**config.mk**
```make
export PLATFORM = sky130hd
export DESIGN_NAME = pdepm_port_mux
export DESIGN_NICKNAME = d
export VERILOG_FILES = /design/src/pdepm_port_mux.v
export VERILOG_INCLUDE_DIRS = /design/src
export SDC_FILE = /design/constraint.sdc
export NUM_CORES = 1
export LEC_CHECK = 0
export BUFFER_PORTS_ARGS = -buffer_cell sky130_fd_sc_hd__buf_2
export CAP_MARGIN = 20
export CORE_MARGIN = 2
export CORE_UTILIZATION = 49
export DETAILED_ROUTE_END_ITERATION = 8
export HOLD_SLACK_MARGIN = 0.08
export PLACE_DENSITY = 0.8
export SETUP_SLACK_MARGIN = 0.1
export SLEW_MARGIN = 20
export SYNTH_ARGS = -nofsm -noshare
export SYNTH_HDL_FRONTEND = slang
export SYNTH_SLANG_ARGS = --single-unit
```
**constraint.sdc**
```tcl
create_clock -name clk -period 2.9 [get_ports clk]
set_input_delay 0.435 -clock clk [delete_from_list [all_inputs] [get_ports clk]]
set_output_delay 0.435 -clock clk [all_outputs]
set_load 0.02 [all_outputs]
```
**src/pdepm_defs.vh**
```
// Offsets, field positions, reset values and codes of the D/E port mux
`ifndef PDEPM_DEFS_VH
`define PDEPM_DEFS_VH

// Byte addresses of the registers on the AXI4-Lite bus
`define PDEPM_A_DPIN 8'h00
`define PDEPM_A_DLAT 8'h04
`define PDEPM_A_DDIR 8'h08
`define PDEPM_A_GCTL 8'h0C
`define PDEPM_A_EPIN 8'h10
`define PDEPM_A_ELAT 8'h14
`define PDEPM_A_EDIR 8'h18
`define PDEPM_A_MEMC 8'h1C
`define PDEPM_A_PSPC 8'h20
`define PDEPM_A_CFG 8'h24

// Register indices returned by the address decoder
`define PDEPM_I_DPIN 4'h0
`define PDEPM_I_DLAT 4'h1
`define PDEPM_I_DDIR 4'h2
`define PDEPM_I_GCTL 4'h3
`define PDEPM_I_EPIN 4'h4
`define PDEPM_I_ELAT 4'h5
`define PDEPM_I_EDIR 4'h6
`define PDEPM_I_MEMC 4'h7
`define PDEPM_I_PSPC 4'h8
`define PDEPM_I_CFG 4'h9
`define PDEPM_I_NONE 4'hF

// Field positions
`define PDEPM_B_DPU 7
`define PDEPM_B_EPU 6
`define PDEPM_B_JPU 5
`define PDEPM_B_EXT_BUS_DISABLE 7
`define PDEPM_B_PSPEN 4
`define PDEPM_B_PWM13 0
`define PDEPM_B_PWM2 1
`define PDEPM_B_MCU 2

// Reset values
`define PDEPM_R_DIR 8'hFF
`define PDEPM_R_LAT 8'h00
`define PDEPM_R_GCTL 8'h00
`define PDEPM_R_MEMC 8'h80
`define PDEPM_R_PSPC 8'h00
`define PDEPM_R_CFG 3'h7

// Bus responses
`define PDEPM_OKAY 2'h0
`define PDEPM_SLVERR 2'h2

`endif

```
**src/pdepm_port_mux.v**
```verilog
// Port D / Port E pin multiplexer with AXI4-Lite register slave
`timescale 1ns/10ps
`include "pdepm_defs.vh"
module pdepm_port_mux #(
    parameter [0:0] PKG80 = 1'h1
) (
    input wire clk,
    input wire rstn,
    input wire [7:0] s_axi_awaddr,
    input wire s_axi_awvalid,
    output wire s_axi_awready,
    input wire [31:0] s_axi_wdata,
    input wire [3:0] s_axi_wstrb,
    input wire s_axi_wvalid,
    output wire s_axi_wready,
    output wire [1:0] s_axi_bresp,
    output wire s_axi_bvalid,
    input wire s_axi_bready,
    input wire [7:0] s_axi_araddr,
    input wire s_axi_arvalid,
    output wire s_axi_arready,
    output wire [31:0] s_axi_rdata,
    output wire [1:0] s_axi_rresp,
    output wire s_axi_rvalid,
    input wire s_axi_rready,
    input wire [7:0] dPinIn,
    output wire [7:0] dPinOut,
    output wire [7:0] dPinOe,
    output wire [7:0] dPullupOn,
    input wire [7:0] ePinIn,
    output wire [7:0] ePinOut,
    output wire [7:0] ePinOe,
    output wire [7:0] ePullupOn,
    input wire [15:0] extBusOut,
    input wire [15:0] extBusOe,
    output wire [15:0] extBusIn,
    input wire parallelSlaveRead,
    output wire [7:0] parallelSlaveData,
    output wire [2:0] parallelSlaveCtlIn,
    input wire spiClock2Drive,
    input wire spiClock2Out,
    input wire i2cMode2,
    input wire i2cClock2Low,
    output wire serialClock2In,
    output wire i2cBufferSel2,
    output wire slaveSelect2,
    input wire [3:0] pwm13BcOut,
    input wire [3:0] pwm13BcEn,
    input wire [2:0] pwm2BcdOut,
    input wire [2:0] pwm2BcdEn,
    input wire pwm2AOut,
    input wire pwm2AEn,
    output wire [3:0] hPwmOut,
    output wire [3:0] hPwmOe
);

    // Register file
    reg [7:0] dLat_r;
    reg [7:0] dDir_r;
    reg [2:0] gCtl_r;
    reg [7:0] eLat_r;
    reg [7:0] eDir_r;
    reg memCtl_r;
    reg pspCtl_r;
    reg [2:0] cfg_r;
    // Bus state
    reg awHeld_r;
    reg [7:0] awAddr_r;
    reg wHeld_r;
    reg [7:0] wData_r;
    reg wStrb_r;
    reg awReady_r;
    reg wReady_r;
    reg bValid_r;
    reg [1:0] bResp_r;
    reg arReady_r;
    reg rValid_r;
    reg [31:0] rData_r;
    reg [1:0] rResp_r;
    // Pin side
    reg [7:0] dPin_r, ePin_r, dOut_r, dOe_r, dPu_r, pspData_r;
    reg [7:0] eOut_r, eOe_r, ePu_r;
    reg [3:0] hOut_r, hOe_r;
    reg [15:0] busIn_r;
    reg [2:0] pspCtlIn_r;
    reg sck2In_r, i2cSel_r, ss2_r;
    reg [7:0] dOut_nxt, dOe_nxt, eOut_nxt, eOe_nxt, rdMux_nxt;
    reg [3:0] hOut_nxt, hOe_nxt;

    wire awTake, wTake, doWr, awHeldN, wHeldN, bValidN;
    wire arTake, rValidN, busOn, pwm13OnE, pwm2AOnE;
    wire [3:0] wrIdx, rdIdx;
    integer i;
    integer j;

    // Reset images, so single fields can be picked out of them
    localparam [7:0] GCTL_RST = `PDEPM_R_GCTL;
    localparam [7:0] MEMC_RST = `PDEPM_R_MEMC;
    localparam [7:0] PSPC_RST = `PDEPM_R_PSPC;

    // Byte address to register index
    function [3:0] regIdx;
        input [7:0] addr;
        begin
            case (addr)
                `PDEPM_A_DPIN: regIdx = `PDEPM_I_DPIN;
                `PDEPM_A_DLAT: regIdx = `PDEPM_I_DLAT;
                `PDEPM_A_DDIR: regIdx = `PDEPM_I_DDIR;
                `PDEPM_A_GCTL: regIdx = `PDEPM_I_GCTL;
                `PDEPM_A_EPIN: regIdx = `PDEPM_I_EPIN;
                `PDEPM_A_ELAT: regIdx = `PDEPM_I_ELAT;
                `PDEPM_A_EDIR: regIdx = `PDEPM_I_EDIR;
                `PDEPM_A_MEMC: regIdx = `PDEPM_I_MEMC;
                `PDEPM_A_PSPC: regIdx = `PDEPM_I_PSPC;
                `PDEPM_A_CFG: regIdx = `PDEPM_I_CFG;
                default: regIdx = `PDEPM_I_NONE;
            endcase
        end
    endfunction

    // Handshake terms of the bus
    assign awTake = s_axi_awvalid & awReady_r;
    assign wTake = s_axi_wvalid & wReady_r;
    assign doWr = awHeld_r & wHeld_r;
    assign awHeldN = (awHeld_r | awTake) & ~doWr;
    assign wHeldN = (wHeld_r | wTake) & ~doWr;
    assign bValidN = doWr | (bValid_r & ~s_axi_bready);
    assign arTake = s_axi_arvalid & arReady_r;
    assign rValidN = arTake | (rValid_r & ~s_axi_rready);
    assign wrIdx = regIdx(awAddr_r);
    assign rdIdx = regIdx(s_axi_araddr);

    // Bus active only on the large package with the bus enabled
    assign busOn = PKG80 & ~memCtl_r;
    assign pwm13OnE = ~PKG80 | cfg_r[`PDEPM_B_PWM13];
    assign pwm2AOnE = cfg_r[`PDEPM_B_MCU] & ~cfg_r[`PDEPM_B_PWM2];

    // Write channel capture and response
    always @(posedge clk or negedge rstn) begin
        if (!rstn) begin
            awHeld_r <= 1'h0;
            awAddr_r <= 8'h00;
            wHeld_r <= 1'h0;
            wData_r <= 8'h00;
            wStrb_r <= 1'h0;
            awReady_r <= 1'h0;
            wReady_r <= 1'h0;
            bValid_r <= 1'h0;
            bResp_r <= `PDEPM_OKAY;
        end else begin
            awHeld_r <= awHeldN;
            wHeld_r <= wHeldN;
            bValid_r <= bValidN;
            awReady_r <= ~awHeldN & ~bValidN;
            wReady_r <= ~wHeldN & ~bValidN;
            if (awTake) begin
                awAddr_r <= s_axi_awaddr;
            end
            if (wTake) begin
                wData_r <= s_axi_wdata[7:0];
                wStrb_r <= s_axi_wstrb[0];
            end
            if (doWr) begin
                if (wrIdx == `PDEPM_I_NONE) begin
                    bResp_r <= `PDEPM_SLVERR;
                end else begin
                    bResp_r <= `PDEPM_OKAY;
                end
            end
        end
    end

    // Register writes; only byte lane 0 carries data
    always @(posedge clk or negedge rstn) begin
        if (!rstn) begin
            dLat_r <= `PDEPM_R_LAT;
            dDir_r <= `PDEPM_R_DIR;
            gCtl_r <= GCTL_RST[7:5];
            eLat_r <= `PDEPM_R_LAT;
            eDir_r <= `PDEPM_R_DIR;
            memCtl_r <= MEMC_RST[`PDEPM_B_EXT_BUS_DISABLE];
            pspCtl_r <= PSPC_RST[`PDEPM_B_PSPEN];
            cfg_r <= `PDEPM_R_CFG;
        end else if (doWr && wStrb_r) begin
            case (wrIdx)
                `PDEPM_I_DPIN: dLat_r <= wData_r;
                `PDEPM_I_DLAT: dLat_r <= wData_r;
                `PDEPM_I_DDIR: dDir_r <= wData_r;
                `PDEPM_I_GCTL: begin
                    gCtl_r[2] <= wData_r[`PDEPM_B_DPU];
                    gCtl_r[1] <= wData_r[`PDEPM_B_EPU];
                    gCtl_r[0] <= wData_r[`PDEPM_B_JPU] & PKG80;
                end
                `PDEPM_I_EPIN: eLat_r <= wData_r;
                `PDEPM_I_ELAT: eLat_r <= wData_r;
                `PDEPM_I_EDIR: eDir_r <= wData_r;
                `PDEPM_I_MEMC: memCtl_r <= wData_r[`PDEPM_B_EXT_BUS_DISABLE];
                `PDEPM_I_PSPC: pspCtl_r <= wData_r[`PDEPM_B_PSPEN];
                `PDEPM_I_CFG: cfg_r <= wData_r[2:0];
                default: cfg_r <= cfg_r;
            endcase
        end
    end

    // Read data selection
    always @* begin
        rdMux_nxt = 8'h00;
        case (rdIdx)
            `PDEPM_I_DPIN: rdMux_nxt = dPin_r;
            `PDEPM_I_DLAT: rdMux_nxt = dLat_r;
            `PDEPM_I_DDIR: rdMux_nxt = dDir_r;
            `PDEPM_I_GCTL: rdMux_nxt = {gCtl_r[2:1],
                gCtl_r[0] & PKG80, 5'h00};
            `PDEPM_I_EPIN: rdMux_nxt = ePin_r;
            `PDEPM_I_ELAT: rdMux_nxt = eLat_r;
            `PDEPM_I_EDIR: rdMux_nxt = eDir_r;
            `PDEPM_I_MEMC: rdMux_nxt = {memCtl_r, 7'h00};
            `PDEPM_I_PSPC: rdMux_nxt = {3'h0, pspCtl_r, 4'h0};
            `PDEPM_I_CFG: rdMux_nxt = {5'h00, cfg_r};
            default: rdMux_nxt = 8'h00;
        endcase
    end

    // Read channel
    always @(posedge clk or negedge rstn) begin
        if (!rstn) begin
            arReady_r <= 1'h0;
            rValid_r <= 1'h0;
            rData_r <= 32'h0000_0000;
            rResp_r <= `PDEPM_OKAY;
        end else begin
            rValid_r <= rValidN;
            arReady_r <= ~rValidN;
            if (arTake) begin
                rData_r <= {24'h00_0000, rdMux_nxt};
                if (rdIdx == `PDEPM_I_NONE) begin
                    rResp_r <= `PDEPM_SLVERR;
                end else begin
                    rResp_r <= `PDEPM_OKAY;
                end
            end
        end
    end

    // Port D drive priority per pin
    always @* begin
        dOut_nxt = 8'h00;
        dOe_nxt = 8'h00;
        for (i = 0; i < 8; i = i + 1) begin
            if (busOn) begin
                dOut_nxt[i] = extBusOut[i];
                dOe_nxt[i] = extBusOe[i];
            end else if (pspCtl_r) begin
                dOut_nxt[i] = dLat_r[i];
                dOe_nxt[i] = parallelSlaveRead;
            end else if (i == 6 && i2cMode2) begin
                dOut_nxt[i] = 1'h0;
                dOe_nxt[i] = i2cClock2Low & ~dDir_r[6];
            end else if (i == 6 && spiClock2Drive && !dDir_r[6]) begin
                dOut_nxt[i] = spiClock2Out;
                dOe_nxt[i] = 1'h1;
            end else begin
                dOut_nxt[i] = dLat_r[i];
                dOe_nxt[i] = ~dDir_r[i];
            end
        end
    end

    // Port E drive priority and PWM routing
    always @* begin
        eOut_nxt = eLat_r;
        eOe_nxt = ~eDir_r;
        hOut_nxt = 4'h0;
        hOe_nxt = 4'h0;
        if (busOn) begin
            eOut_nxt = extBusOut[15:8];
            eOe_nxt = extBusOe[15:8];
        end else begin
            for (j = 0; j < 4; j = j + 1) begin
                if (pwm13OnE) begin
                    if (pwm13BcEn[j]) begin
                        eOut_nxt[6 - j] = pwm13BcOut[j];
                        eOe_nxt[6 - j] = 1'h1;
                    end
                end else begin
                    hOut_nxt[j] = pwm13BcOut[j];
                    hOe_nxt[j] = pwm13BcEn[j];
                end
            end
            for (j = 0; j < 3; j = j + 1) begin
                if (pwm2BcdEn[j]) begin
                    eOut_nxt[2 - j] = pwm2BcdOut[j];
                    eOe_nxt[2 - j] = 1'h1;
                end
            end
            if (pwm2AOnE && pwm2AEn) begin
                eOut_nxt[7] = pwm2AOut;
                eOe_nxt[7] = 1'h1;
            end
            if (pspCtl_r) begin
                // Control inputs; E2:0 forced to inputs whatever their direction bits
                eOe_nxt[2:0] = 3'h0;
            end
        end
    end

    // Pin flops, pull-ups and peripheral inputs
    always @(posedge clk or negedge rstn) begin
        if (!rstn) begin
            dPin_r <= 8'h00;
            ePin_r <= 8'h00;
            dOut_r <= 8'h00;
            dOe_r <= 8'h00;
            dPu_r <= 8'h00;
            eOut_r <= 8'h00;
            eOe_r <= 8'h00;
            ePu_r <= 8'h00;
            hOut_r <= 4'h0;
            hOe_r <= 4'h0;
            busIn_r <= 16'h0000;
            pspData_r <= 8'h00;
            pspCtlIn_r <= 3'h0;
            sck2In_r <= 1'h0;
            i2cSel_r <= 1'h0;
            ss2_r <= 1'h0;
        end else begin
            dPin_r <= dPinIn;
            ePin_r <= ePinIn;
            dOut_r <= dOut_nxt;
            dOe_r <= dOe_nxt;
            dPu_r <= {8{gCtl_r[2]}} & ~dOe_nxt;
            eOut_r <= eOut_nxt;
            eOe_r <= eOe_nxt;
            ePu_r <= {8{gCtl_r[1]}} & ~eOe_nxt;
            hOut_r <= hOut_nxt;
            hOe_r <= hOe_nxt;
            busIn_r <= busOn ? {ePinIn, dPinIn} : 16'h0000;
            pspData_r <= dPinIn;
            pspCtlIn_r <= ePinIn[2:0];
            sck2In_r <= dPinIn[6];
            i2cSel_r <= i2cMode2;
            ss2_r <= dPinIn[7];
        end
    end

    // Output connections
    assign s_axi_awready = awReady_r;
    assign s_axi_wready = wReady_r;
    assign s_axi_bresp = bResp_r;
    assign s_axi_bvalid = bValid_r;
    assign s_axi_arready = arReady_r;
    assign s_axi_rdata = rData_r;
    assign s_axi_rresp = rResp_r;
    assign s_axi_rvalid = rValid_r;
    assign dPinOut = dOut_r;
    assign dPinOe = dOe_r;
    assign dPullupOn = dPu_r;
    assign ePinOut = eOut_r;
    assign ePinOe = eOe_r;
    assign ePullupOn = ePu_r;
    assign extBusIn = busIn_r;
    assign parallelSlaveData = pspData_r;
    assign parallelSlaveCtlIn = pspCtlIn_r;
    assign serialClock2In = sck2In_r;
    assign i2cBufferSel2 = i2cSel_r;
    assign slaveSelect2 = ss2_r;
    assign hPwmOut = hOut_r;
    assign hPwmOe = hOe_r;

endmodule

```
==> results.yml <==
run_status:
  status: "finished, final reports clean"
worst_setup_path:
  path_class: "reg2reg"
  worst_path_dominant_cell_family: "simple AND/OR/NAND/NOR gates"
  setup.worst_path.end_class: "flop"
  rr_worst_depth: 4
  max_stage_delay_ns: 0.57
  startpoint_type: "flop"
  critPathLaunch: "awAddr_r[1]$_DFFE_PN0P_"
  crit_end: "gCtl_r[2]$_DFFE_PN0P_"
  worstSetupPathDepth: 4
  rrSetupSlack_ns: 0.46
  crit_chain: "or4_4 -> or3_4 -> nor3_1 -> mux2_2"
  slowest_stage: "or4_4"
  reg2reg_from: "awAddr_r[1]$_DFFE_PN0P_"
  r2r-end: "gCtl_r[2]$_DFFE_PN0P_"
  crit_buf_inv: 0
  crit_required_ns: 3.21
  crit_arrival_ns: 2.74
  critPathMaxFanout: 5
detailed_routing:
  first_pass_iters: 5
  num_vias: 4794
  drtIter0Drc: 266
  post_drt_wl_per_cell_um: 17.4
  post-route-drc-count: 0
  antenna_left: 0
  wl_mm: 16.1
  vias_per_cell: 5.17
power_and_ir_drop:
  clock_power_share_pct: 37.5
  switchingPower_mw: 1.76
  switching_share_pct: 27.9
  power_density_mw_per_mm2: 744
  intPower_mw: 4.53
  sequentialPowerShare_pct: 47.0
  p_leak_nw: 4.21
  ir_drop_uv: 590
  power_mw: 6.29
  pwr-share-comb_pct: 15.5
synthesis:
  syn-cell-area_mm2: 0.00676
  synthSimpleGateAreaFrac_pct: 12.3
  avgSynthCellArea_um2: 12.5
  ys_warn_count: 0
  synthArstFlopShare_pct: 100
  ys_seq_area_share_pct: 60.7
  synth_edf_count: 0
  synth_top_family_by_area: "multiplexers"
  synth_fa_ha_area_share_pct: 0
  postSynthCellCount: 542
  synthXorXnorAreaFrac_pct: 0
  synth_cell_type_count: 51
  ys_dominant_reg_cell: "dfrtp_1"
  synthMuxAreaShare_pct: 15.1
  ys_seq_elements: 163
  synth_compound_gate_area_share_pct: 6.00
final_layout:
  drive_gt1_share_pct: 44.5
  fillers: 1086
  final_nets: 866
  area_growth_pct: 25.0
  n_antenna_cell: 0
sta:
  fmax_ghz: 0.410
  fin_crit_ns: 2.44
  worst_pin_slew_ns: 0.748
  slew_headroom_pct: 50.2
  tns_ns: 0
  setup_slack_ns: 0.464
  setup_viol: 0
  drv_slew: 0
  post-route-period-util_pct: 84.0
  rsz0062_at_grt: "no"
  hold_viol_final: 0
  finClkSkew_ns: 0.00781
placed_design:
  hpwl_mm: 12.2
  place.gp.congestion: 0.879
  pre_cts_ws_ns: 0.505
  portBuffers: 201
clock_tree:
  worstSkewPairLatency_ns: 0.42
  numClockSinks: 163
  ctsHoldBuffers: 0
  clk_pin_slew_ns: 0.06
  htreeDepth: 4
  cts_tree: "done"
  cts_resized: 0
  cts_setup_buffers: 0
  root_buffer: "clkbuf_16"
  clk_path_buf_depth: 2
  cts_made_buffers: 17
floorplanning:
  die_h_um: 121
  initial_core_util_pct: 50.6
  fp.dieArea_mm2: 0.0147
  rows: 42
  core_area_mm2: 0.0133
  io_pins: 255
  fp.dieW_um: 121
grt:
  overflow: 0
  grtUsageTotal_pct: 23.1
  grt_pass1_vias: 4817
  grt_max_degree: 85
  antenna_found_initial: 1
  grt_pass1_wl_mm: 25.2
min_path:
  hp-class: "in2async"
run:
  cap_violations: 0
## kinds of logic after synthesis
family,count (synthesis)
AOI/OAI and AO/OA,65
buffers and inverters,74
DFF,163
muxes,91
other,1
and+or+nand+nor,148
## worst min-delay path by stage
stage	from	end	slack, ns	cells after the start
6_report	rstn	s_axi_bvalid$_DFF_PN0_	0.07	1
2_1_floorplan	rstn	awAddr_r[0]$_DFFE_PN0P_	0.14	0
3_5_place_dp	s_axi_bresp[1]$_DFFE_PN0P_	s_axi_bresp[1]$_DFFE_PN0P_	0.48	2
5_1_grt	rstn	awAddr_r[0]$_DFFE_PN0P_	0.11	1
3_3_place_gp	s_axi_bresp[1]$_DFFE_PN0P_	s_axi_bresp[1]$_DFFE_PN0P_	0.46	2
4_1_cts	rstn	s_axi_bvalid$_DFF_PN0_	0.08	1
## Yosys cell counts (4+ instances only)
cell,n,area [um^2]
inv_1,19,71.3
nand2_1,22,82.6
buf_4,31,233
a31oi_1,7,43.8
or4_1,5,37.5
nand2b_1,15,93.8
mux2_2,67,754
dfstp_2,20,526
buf_1,4,15.0
o21ai_0,17,85.1
mux2i_1,22,220
nor2_1,37,139
a21oi_1,19,95.1
nand3_1,10,50.1
nor2b_1,22,138
nor3_1,5,25.0
and2_1,8,50.1
o211ai_1,4,30.0
clkbuf_1,18,67.6
nor4_1,5,31.3
dfrtp_1,143,3580
## through the flow
stage / std cells / util [%] / cell area (um^2) / hold WS [ns]
after global routing: 927 / 63.3 / 8450 / 0.106
final: 927 / 63.3 / 8450 / 0.0660
after CTS: 927 / 63.3 / 8450 / 0.0821
after global placement: 895 / 58.6 / 7820 / 0.462
after floorplan: 567 / - / 6850 / 0.139
after detailed placement: 895 / 58.6 / 7820 / 0.479
## state kept, by name, summed over array words and instances, names as in the netlist, 2 cells and up
name	flops
parallelSlaveCtlIn	2
s_axi_rdata	8
gCtl_r	3
ePullupOn	8
ePinOut	8
cfg_r	3
parallelSlaveData	8
ePinOe	8
hPwmOe	4
wData_r	8
dPullupOn	8
eDir_r	8
dDir_r	8
ePin_r	6
hPwmOut	4
awAddr_r	8
eLat_r	8
extBusIn	16
dLat_r	8
dPinOe	8
dPinOut	8
## area by class of cell
| class | instances | area, um^2 | share of cell area (%) |
|---|---|---|---|
| Tap cell | 176 | 220 | 2.61 |
| Clock buffer | 19 | 453 | 5.36 |
| Multi-Input combinational cell | 330 | 2350 | 27.8 |
| Clock inverter | 13 | 181 | 2.15 |
| Timing Repair Buffer | 207 | 1070 | 12.7 |
| Inverter | 19 | 71.3 | 0.844 |
| Sequential cell | 163 | 4100 | 48.6 |
## power groups by stage
| stage | clock network [mW] | logic, mW | registers (mW) |
|---|---|---|---|
| 2_1_floorplan | 0 | 0.574 | 2.97 |
| 3_3_place_gp | 0 | 0.951 | 2.96 |
| 3_5_place_dp | 0 | 0.982 | 2.99 |
| 4_1_cts | 2.40 | 0.986 | 2.95 |
| 5_1_grt | 2.52 | 1.06 | 3.00 |
| 6_report | 2.36 | 0.975 | 2.96 |
## worst register-to-register path, delay by kind of cell, from the launching register on
kind	cells	cell delay (ns)
and+or+nand+nor	3	1.53
muxes	1	0.41
DFF	1	0.38
## layout by cell type (no fill, tap or decap), types with 5 or more instances in the layout
cell type,instances
nor4_1,5
o21ai_0,17
buf_4,5
mux2_2,67
clkbuf_16,17
dfrtp_1,143
nand3_1,10
inv_1,19
or4_1,5
nand2_1,22
nor2_1,37
nor3_1,5
mux2i_1,22
conb_1,26
dfstp_2,20
a21oi_1,19
nor2b_1,22
buf_2,200
nand2b_1,15
a31oi_1,7
and2_1,8
## metal layers
layer | track usage, % | up-vias | part of all wire (%)
met4 | 8.84 | 2 | 1.4
met5 | 0 | - | 0.074
met1 | 29.5 | 2323 | 41
li1 | - | 2216 | -
met2 | 37.4 | 236 | 49
met3 | 6.53 | 17 | 8.4
Power figures use the tool's default switching activity.
